File: config.mk
export PLATFORM = sky130hd
export DESIGN_NAME = tcw_timer
export DESIGN_NICKNAME = d
export VERILOG_FILES = /design/src/design/tcw_pkg.sv /design/src/design/tcw_timer.sv
export SDC_FILE = /design/constraint.sdc
export NUM_CORES = 1
export LEC_CHECK = 0
export BUFFER_PORTS_ARGS = -buffer_cell sky130_fd_sc_hd__buf_2
export CELL_PAD_IN_SITES_DETAIL_PLACEMENT = 0
export CELL_PAD_IN_SITES_GLOBAL_PLACEMENT = 1
export CORE_MARGIN = 4
export CORE_UTILIZATION = 38
export CTS_BUF_LIST = sky130_fd_sc_hd__clkbuf_16
export CTS_CLUSTER_DIAMETER = 60
export DETAILED_ROUTE_END_ITERATION = 8
export PLACE_DENSITY = 0.74
export SLEW_MARGIN = 25
export SYNTH_ARGS = -nofsm -noshare
export SYNTH_HDL_FRONTEND = slang
export SYNTH_SLANG_ARGS = --single-unit
File: constraint.sdc
create_clock -name clk_i -period 3.73 [get_ports clk_i]
set_input_delay 0 -clock clk_i [delete_from_list [all_inputs] [get_ports clk_i]]
set_output_delay 0 -clock clk_i [all_outputs]
set_load 0.02 [all_outputs]
File: src/design/tcw_pkg.sv
/*
 * Constants, types and register map of the 8-bit timer with two compare
 * channels and waveform outputs.
 * Assumes a classic Wishbone master with 32-bit data; registers are
 * 8 bits wide in the low byte of each aligned word.
 */
// Operation
// - Each timer tick clears, increments or decrements counter
// - Clock source select zero halts the counter
// - Counter readable and writable at all times
// - Counter write beats clear and count
// - Three-bit waveform mode split across two control registers
// - Counter continuously compared with both compare values
// - Match sets flag; enabled flag requests interrupt
// - Flag clears on service or written one
// - PWM modes buffer compare writes until top/bottom
// - Non-PWM modes write compare value directly
// - Force strobe changes output only, not flag
// - Counter write blocks matches for next tick
// - Output state survives mode change; reset clears
// - Pin action changes act at next match
// - Nonzero pin action overrides port value
// - Pin action zero leaves output state alone
// - Pin action selects polarity or set/clear/toggle
// - Mode 0 counts up, wraps 0xff to 0x00
// - Mode 0 overflow flag set when counter wraps
// - Mode 2 clears counter at compare value A
// - Modes 3/7 single-slope, top 0xff or A
// - Modes 1/5 dual-slope, top 0xff or A
package tcw_pkg;

    // ****************************************
    // Register map (byte addresses)
    // ****************************************
    localparam logic [5:0] ADR_CTRL_A   = 6'h00;
    localparam logic [5:0] ADR_CTRL_B   = 6'h04;
    localparam logic [5:0] ADR_COUNT    = 6'h08;
    localparam logic [5:0] ADR_CMP_A    = 6'h0c;
    localparam logic [5:0] ADR_CMP_B    = 6'h10;
    localparam logic [5:0] ADR_INT_MASK = 6'h14;
    localparam logic [5:0] ADR_INT_FLAG = 6'h18;
    localparam logic [5:0] ADR_PORT     = 6'h1c;

    // ****************************************
    // Field positions
    // ****************************************
    localparam int CB_FORCE_A = 7;
    localparam int CB_MODE2   = 3;
    localparam int INT_OVF    = 0;
    localparam int INT_A      = 1;

    // ****************************************
    // Values
    // ****************************************
    localparam logic [7:0] RST_BYTE   = 8'h00;
    localparam logic [7:0] CNT_BOTTOM = 8'h00;
    localparam logic [7:0] CNT_MAX    = 8'hff;
    localparam logic [7:0] CNT_ONE    = 8'h01;
    localparam logic [9:0] PRE_ONE    = 10'h001;

    localparam logic [2:0] MODE_NORMAL = 3'h0;
    localparam logic [2:0] MODE_CLR    = 3'h2;
    localparam logic [2:0] MODE_PC_FF  = 3'h1;
    localparam logic [2:0] MODE_PC_A   = 3'h5;
    localparam logic [2:0] MODE_FP_FF  = 3'h3;
    localparam logic [2:0] MODE_FP_A   = 3'h7;

    localparam logic [1:0] ACT_NONE   = 2'h0;
    localparam logic [1:0] ACT_TOGGLE = 2'h1;
    localparam logic [1:0] ACT_SET    = 2'h3;

    localparam logic [2:0] CS_STOP     = 3'h0;
    localparam logic [2:0] CS_DIV1     = 3'h1;
    localparam logic [2:0] CS_DIV8     = 3'h2;
    localparam logic [2:0] CS_DIV64    = 3'h3;
    localparam logic [2:0] CS_DIV256   = 3'h4;
    localparam logic [2:0] CS_DIV1024  = 3'h5;
    localparam logic [2:0] CS_EXT_FALL = 3'h6;
    localparam logic [2:0] CS_EXT_RISE = 3'h7;

    // Prescaler taps: number of low counter bits that must all be one
    localparam int PRE_W       = 10;
    localparam int PRE8_BITS   = 3;
    localparam int PRE64_BITS  = 6;
    localparam int PRE256_BITS = 8;

    // ****************************************
    // Types
    // ****************************************
    typedef enum logic {TCW_UP, TCW_DOWN} tcw_dir_t;

    typedef struct packed {
        logic        cyc;
        logic        stb;
        logic        we;
        logic [5:0]  adr;
        logic [3:0]  sel;
        logic [31:0] dat;
    } tcw_wb_req_t;

endpackage : tcw_pkg

File: src/design/tcw_timer.sv
/*
 * 8-bit up/down timer with two compare channels, waveform stage and
 * Wishbone register slave.
 * Assumes one clock (clk_i, 125 MHz), synchronous reset, an external
 * count input that is asynchronous, and port pads that merge the
 * wave outputs and enables.
 */
`timescale 1ns/1ps
module tcw_timer
    import tcw_pkg::*;
(
    input  wire logic         clk_i,
    input  wire logic         rst_i,
    input  wire tcw_wb_req_t  wb_i,
    output logic [31:0]       wb_dat_o,
    output logic              wb_ack_o,
    input  wire logic         ext_clk_i,
    input  wire logic [2:0]   irq_ack_i,
    output logic [2:0]        irq_o,
    output logic [1:0]        wave_pin_o,
    output logic [1:0]        wave_oe_o
);

    // ****************************************
    // Register bus decode
    // ****************************************
    logic [2:0]       mode;
    logic [2:0]       cs;
    logic [1:0][1:0]  pin_act;
    logic [7:0]       count;
    logic [2:0]       mask;
    logic             ovf_flag;
    logic [1:0]       port_val;
    logic [1:0]       port_dir;
    tcw_dir_t         dir;
    logic             block;
    logic [PRE_W-1:0] pre;
    logic             ext_s1;
    logic             ext_s2;
    logic             ext_s3;
    logic [1:0]       match_flag;
    logic [1:0][7:0]  cmp_buf;
    logic [1:0][7:0]  cmp_act;
    logic [1:0]       wave;
    logic [1:0]       hit;

    wire       bus_req  = wb_i.cyc & wb_i.stb & ~wb_ack_o;
    wire       bus_wr   = bus_req & wb_i.we & wb_i.sel[0];
    wire [7:0] wdat     = wb_i.dat[7:0];
    wire       sel_ca   = wb_i.adr == ADR_CTRL_A;
    wire       sel_cb   = wb_i.adr == ADR_CTRL_B;
    wire       sel_cnt  = wb_i.adr == ADR_COUNT;
    wire       sel_ma   = wb_i.adr == ADR_CMP_A;
    wire       sel_mb   = wb_i.adr == ADR_CMP_B;
    wire       sel_msk  = wb_i.adr == ADR_INT_MASK;
    wire       sel_flg  = wb_i.adr == ADR_INT_FLAG;
    wire       sel_port = wb_i.adr == ADR_PORT;
    wire       wr_ca    = bus_wr & sel_ca;
    wire       wr_cb    = bus_wr & sel_cb;
    wire       wr_count = bus_wr & sel_cnt;
    wire       wr_flg   = bus_wr & sel_flg;
    wire [1:0] wr_cmp   = {bus_wr & sel_mb, bus_wr & sel_ma};

    // Unmapped addresses are acknowledged and read as zero
    wire [7:0] rd_byte =
        sel_ca   ? {pin_act[0], pin_act[1], 2'h0, mode[1:0]} :
        sel_cb   ? {4'h0, mode[2], cs} :
        sel_cnt  ? count :
        sel_ma   ? cmp_buf[0] :
        sel_mb   ? cmp_buf[1] :
        sel_msk  ? {5'h0, mask} :
        sel_flg  ? {5'h0, match_flag, ovf_flag} :
        sel_port ? {4'h0, port_dir, port_val} :
        RST_BYTE;

    always_ff @(posedge clk_i) begin
        if (rst_i) begin
            wb_ack_o <= 1'b0;
            wb_dat_o <= 32'h0000_0000;
        end else begin
            wb_ack_o <= bus_req;
            wb_dat_o <= {24'h00_0000, rd_byte};
        end
    end

    // ****************************************
    // Control registers
    // ****************************************
    always_ff @(posedge clk_i) begin
        if (rst_i) begin
            mode     <= MODE_NORMAL;
            cs       <= CS_STOP;
            pin_act  <= '0;
            mask     <= 3'h0;
            port_val <= 2'h0;
            port_dir <= 2'h0;
        end else begin
            if (wr_ca) begin
                mode[1:0]  <= wdat[1:0];
                pin_act[0] <= wdat[7:6];
                pin_act[1] <= wdat[5:4];
            end
            if (wr_cb) begin
                mode[2] <= wdat[CB_MODE2];
                cs      <= wdat[2:0];
            end
            if (bus_wr & sel_msk)
                mask <= wdat[2:0];
            if (bus_wr & sel_port) begin
                port_val <= wdat[1:0];
                port_dir <= wdat[3:2];
            end
        end
    end

    // ****************************************
    // Timer tick selection
    // ****************************************
    // External input is synchronised; only the second and third stages
    // feed the edge detector, so its rate must stay below clk_i / 2.
    always_ff @(posedge clk_i) begin
        if (rst_i) begin
            pre    <= '0;
            ext_s1 <= 1'b0;
            ext_s2 <= 1'b0;
            ext_s3 <= 1'b0;
        end else begin
            pre    <= pre + PRE_ONE;
            ext_s1 <= ext_clk_i;
            ext_s2 <= ext_s1;
            ext_s3 <= ext_s2;
        end
    end

    wire ext_rise = ext_s2 & ~ext_s3;
    wire ext_fall = ~ext_s2 & ext_s3;
    wire tick =
        ((cs == CS_DIV1)) |
        ((cs == CS_DIV8)     & (&pre[PRE8_BITS-1:0])) |
        ((cs == CS_DIV64)    & (&pre[PRE64_BITS-1:0])) |
        ((cs == CS_DIV256)   & (&pre[PRE256_BITS-1:0])) |
        ((cs == CS_DIV1024)  & (&pre)) |
        ((cs == CS_EXT_FALL) & ext_fall) |
        ((cs == CS_EXT_RISE) & ext_rise);

    // ****************************************
    // Counter unit
    // ****************************************
    wire       is_pwm    = mode[0];
    wire       is_dual   = (mode == MODE_PC_FF) | (mode == MODE_PC_A);
    wire       is_fast   = (mode == MODE_FP_FF) | (mode == MODE_FP_A);
    wire       is_clr    = mode == MODE_CLR;
    wire       top_is_a  = is_clr | (mode == MODE_PC_A) | (mode == MODE_FP_A);
    wire [7:0] top       = top_is_a ? cmp_act[0] : CNT_MAX;
    wire       at_top    = count == top;
    wire       at_bottom = count == CNT_BOTTOM;
    wire       step      = tick & ~wr_count;
    wire       clear_now = (is_clr | is_fast) & at_top;
    wire       go_down   = is_dual &
                           ((dir == TCW_DOWN) ? ~at_bottom : at_top);
    wire       turn_down = is_dual & (dir == TCW_UP) & at_top;
    wire       turn_up   = is_dual & (dir == TCW_DOWN) & at_bottom;
    wire [7:0] cnt_inc   = count + CNT_ONE;
    wire [7:0] cnt_dec   = count - CNT_ONE;
    wire [7:0] next_count =
        wr_count  ? wdat :
        ~tick     ? count :
        clear_now ? CNT_BOTTOM :
        go_down   ? cnt_dec : cnt_inc;
    wire ovf_set = step & (is_dual ? turn_up :
                   is_fast ? at_top : (count == CNT_MAX));
    // Buffered compare values move in at bottom (fast) or top (dual)
    wire cmp_upd = step & ((is_fast & at_top) | turn_down);
    wire flag_clr_ovf = (wr_flg & wdat[INT_OVF]) | irq_ack_i[INT_OVF];

    always_ff @(posedge clk_i) begin
        if (rst_i) begin
            count    <= RST_BYTE;
            dir      <= TCW_UP;
            block    <= 1'b0;
            ovf_flag <= 1'b0;
        end else begin
            count <= next_count;
            if (step)
                dir <= turn_down ? TCW_DOWN :
                       (turn_up | ~is_dual) ? TCW_UP : dir;
            // Only a tick consumes the block, so a write while
            // stopped still guards the first match after restart
            block <= wr_count | (block & ~tick);
            // A set in the same cycle as a clear wins
            ovf_flag <= ovf_set | (ovf_flag & ~flag_clr_ovf);
        end
    end

    // ****************************************
    // Compare channels and waveform stage
    // ****************************************
    for (genvar ch = 0; ch < 2; ch++) begin : g_ch
        wire [1:0] act     = pin_act[ch];
        wire       eq      = count == cmp_act[ch];
        wire       force_s = wr_cb & wdat[CB_FORCE_A - ch] & ~is_pwm;
        wire       np_ev   = ~is_pwm & (hit[ch] | force_s)
                             & (act != ACT_NONE);
        wire       np_val  = (act == ACT_TOGGLE) ? ~wave[ch]
                                                  : (act == ACT_SET);
        wire       p_tog   = is_pwm & hit[ch] & (act == ACT_TOGGLE)
                             & (ch == 0) & mode[2];
        wire       p_cmp   = is_pwm & hit[ch] & act[1];
        wire       p_val   = is_fast ? act[0]
                                     : ((dir == TCW_DOWN) ^ act[0]);
        // Bottom action lands on the tick that wraps the count
        wire       p_bot   = is_fast & act[1] & step & at_top;
        wire       next_wave =
            np_ev ? np_val :
            p_bot ? ~act[0] :
            p_tog ? ~wave[ch] :
            p_cmp ? p_val : wave[ch];
        wire       flag_clr = (wr_flg & wdat[INT_A + ch])
                              | irq_ack_i[INT_A + ch];

        assign hit[ch] = tick & eq & ~block;

        always_ff @(posedge clk_i) begin
            if (rst_i) begin
                cmp_buf[ch]    <= RST_BYTE;
                cmp_act[ch]    <= RST_BYTE;
                wave[ch]       <= 1'b0;
                match_flag[ch] <= 1'b0;
                wave_pin_o[ch] <= 1'b0;
                wave_oe_o[ch]  <= 1'b0;
            end else begin
                if (wr_cmp[ch])
                    cmp_buf[ch] <= wdat;
                if (wr_cmp[ch] & ~is_pwm)
                    cmp_act[ch] <= wdat;
                else if (cmp_upd)
                    cmp_act[ch] <= cmp_buf[ch];
                wave[ch]       <= next_wave;
                match_flag[ch] <= hit[ch]
                                  | (match_flag[ch] & ~flag_clr);
                wave_pin_o[ch] <= (act != ACT_NONE) ? wave[ch]
                                                    : port_val[ch];
                // Direction stays with the port during override
                wave_oe_o[ch]  <= port_dir[ch];
            end
        end
    end

    always_ff @(posedge clk_i) begin
        if (rst_i)
            irq_o <= 3'h0;
        else
            irq_o <= {match_flag, ovf_flag} & mask;
    end

    // Channel A force strobe as the waveform stage sees it
    wire force_s_any = wr_cb & ~is_pwm & wdat[CB_FORCE_A];
endmodule : tcw_timer

==> impl_metrics.json <==
{
  "outcome": "finished, final reports clean",
  "synth_top_family_by_area": "simple AND/OR/NAND/NOR gates",
  "fin_setup_tns_ns": 0,
  "nNetsFinal": 660,
  "fin_worst_skew_ns": 0.003622,
  "antenna_left": 0,
  "drt-total-wl_mm": 13.11,
  "die_h_um": 122.0,
  "ys_async_sr_fraction": 0,
  "clock_tree.root_cell": "clkbuf_16",
  "drt_pass1_iterations": 5,
  "rows": 41,
  "io-pin-count": 91,
  "cp_slowest_cell": "dfxtp_1",
  "end_kind": "register",
  "grt_max_degree": 64,
  "fin_cells": 777,
  "grt_pass1_vias": 4039,
  "period_share": 0.9236,
  "synth_seq_area_share": 0.3769,
  "slew_viol_final": 0,
  "dp_hpwl_mm": 9.288,
  "grt_pass1_wl_mm": 21.13,
  "cts_tree": "done",
  "place_congestion": 0.8359,
  "numCtsBuffers": 9,
  "n_antenna_cell": 0,
  "clock_latency_ns": 0.34,
  "viasPerCell": 5.260,
  "synth_compound_area_frac": 0.1467,
  "crit_top_cell": "nor2b_1",
  "synth_mux_area_frac": 0.1279,
  "drtIter0Drc": 379,
  "post-cts-setup-buffer-count": 0,
  "area_growth_pct": 13.20,
  "layout-drive-gt1-share": 0.1521,
  "critPathArrivalTime_ns": 3.65,
  "clock.fmax_mhz": 290.3,
  "yosys.area_share.xor_xnor": 0.04078,
  "path_delay_family": "compound AO/OA/AOI/OAI gates",
  "setup_viol": 0,
  "clkSinkCount": 93,
  "core_area_um2": 12670,
  "syn_area_um2": 4940,
  "wl_per_cell_um": 16.87,
  "via_count": 4087,
  "synth_top_flop_cell": "dfxtp_1",
  "final_cell_mix": "92 x dfxtp_1, 90 x nor2_1, 53 x mux2i_1",
  "crit_chain": "nor2b_1 > a2111oi_4 > nand3_1 > o31ai_1 > buf_4 > ha_1 > a21oi_1 > nor2b_1 > o21a_1 > o41ai_1 > xnor2_1 > a221oi_1 > nor2_1",
  "synth_cell_types": 66,
  "dpl.cell_count": 755,
  "p_leak_nw": 2.106,
  "hold_class": "in -> reg",
  "finalHoldViolations": 0,
  "slew_headroom": 0.4207,
  "worstPathRequired_ns": 3.94,
  "path_class": "reg -> reg",
  "clk_path_buf_depth": 2,
  "worstSetupStartpointType": "register",
  "synth.avg_cell_area_um2": 8.727,
  "start_util": 0.3898,
  "io_buffers": 39,
  "p_per_area_nw_per_um2": 367.2,
  "crit_fanout": 8,
  "track_usage": 0.1807,
  "finalWorstSetupSlack_ns": 0.2851,
  "drc": 0,
  "yosys.area_share.adder": 0.02432,
  "layout_min_cycle_time_ns": 3.445,
  "yosys_warnings": 0,
  "synth-edff-count": 0,
  "tightest_slew_ns": 0.8658,
  "pre_cts_ws_ns": 0.2514,
  "maxCapViolations": 0,
  "antenna_found_initial": 0,
  "crit_path_max_incr_delay_ns": 0.49,
  "synthSimpleGateAreaFrac": 0.2135,
  "grt-ovfl-total": 0,
  "htreeDepth": 3,
  "synth-seq-cells": 93,
  "die_area_um2": 14890,
  "die_x_um": 122.0,
  "synthCells": 566,
  "ir_drop_v": 0.0002084,
  "grt_setup_unrepaired": "no",
  "crit_buf_inv": 1,
  "cts.clk_slew.worst_paths_ns": 0.07,
  "layout_commonest_cell": "dfxtp_1"
}
[worst reg2reg max path, stage by stage (launching register included)]
cell	delay, ns
dfxtp_1	0.49
nor2b_1	0.12
a2111oi_4	0.34
nand3_1	0.16
o31ai_1	0.36
buf_4	0.23
ha_1	0.27
a21oi_1	0.21
nor2b_1	0.07
o21a_1	0.20
o41ai_1	0.37
xnor2_1	0.13
a221oi_1	0.29
nor2_1	0.06
[logic make-up (layout without fill, tap and decap cells)]
family / Yosys count / in the layout
simple gates: 219 / 219
buf+inv: 65 / 81
fa+ha+maj: 9 / 9
flops: 93 / 93
compound gates: 97 / 97
other cells: 1 / 24
mux: 59 / 59
xor+xnor: 23 / 23
[cell usage after synthesis, types with 8 or more instances]
master	number	area, µm²
dfxtp_1	93	1862
nor2_1	90	337.8
mux2i_1	53	530.5
nand2_1	38	142.6
buf_4	25	187.7
clkbuf_1	25	93.84
a211oi_1	20	150.1
a21oi_1	16	80.08
nand3_1	15	75.07
xnor2_1	15	131.4
nand2b_1	13	81.33
nor2b_1	13	81.33
o21ai_0	11	55.05
a22oi_1	9	67.56
nor3_1	9	45.04
and3_1	8	50.05
ha_1	8	100.1
xor2_1	8	70.07
[power breakdown]
group	internal, mW	switching, mW	total [mW]
Combinational	0.0277	0.0779	0.106
Sequential	0.997	0.00369	1.00
Clock	0.529	0.417	0.946
[through the flow]
step / instance area, µm² / utilization / total power, mW / hold slack [ns]
floorplan: 5026 / - / 1.108 / 0.1282
global placement: 5220 / 0.4120 / 1.123 / 0.2179
detailed placement: 5223 / 0.4122 / 1.124 / 0.2235
CTS: 5590 / 0.4412 / 2.077 / 0.03959
global route: 5592 / 0.4413 / 2.117 / 0.05507
finish: 5592 / 0.4413 / 2.053 / 0.04129
[layout make-up]
| type | instances | area, µm² |
|---|---|---|
| Fill cell | 1264 | 7079 |
| Multi-Input combinational cell | 431 | 2835 |
| Sequential cell | 93 | 1863 |
| Timing Repair Buffer | 55 | 332.8 |
| Clock buffer | 9 | 225.2 |
| Tap cell | 172 | 215.2 |
| Clock inverter | 7 | 82.58 |
| Inverter | 10 | 37.54 |
[per-layer routing]
metal	GRT usage	up-vias	part of all wire
met3	0.02971	25	0.058
met5	0	-	0
met2	0.2800	120	0.44
met1	0.2476	1931	0.47
met4	0.08053	0	0.028
li1	-	2011	-
[path summary, 6_finish.rpt]
check,from,endpoint,slack (ns),cells past startpoint
max,count[6],count[7],0.29,13
min,wb_i[6],cmp_act[6],0.04,3
max reg2reg,count[6],count[7],0.29,13
min reg2reg,ext_s1,ext_s2,0.45,1
[sequential cells by signal (all words and copies together) (netlist names)]
signal / flops
match_flag: 2
block: 1
port_dir: 2
dir: 1
irq_o: 3
ext_s1: 1
cmp_buf: 16
wave_oe_o: 2
pre: 10
wb_dat_o: 8
wb_ack_o: 1
wave_pin_o: 2
mode: 3
count: 8
cmp_act: 16
ext_s2: 1
cs: 3
port_val: 2
ovf_flag: 1
mask: 3
wave: 2
g_ch.act: 4
ext_s3: 1
[repair_timing]
action	4_1_cts	5_1_grt
hold endpoints to repair	6	0
hold buffers	6	0
gates resized for setup	0	1
endpoints found under the setup margin	0	1
Power figures use the tool's default switching activity.
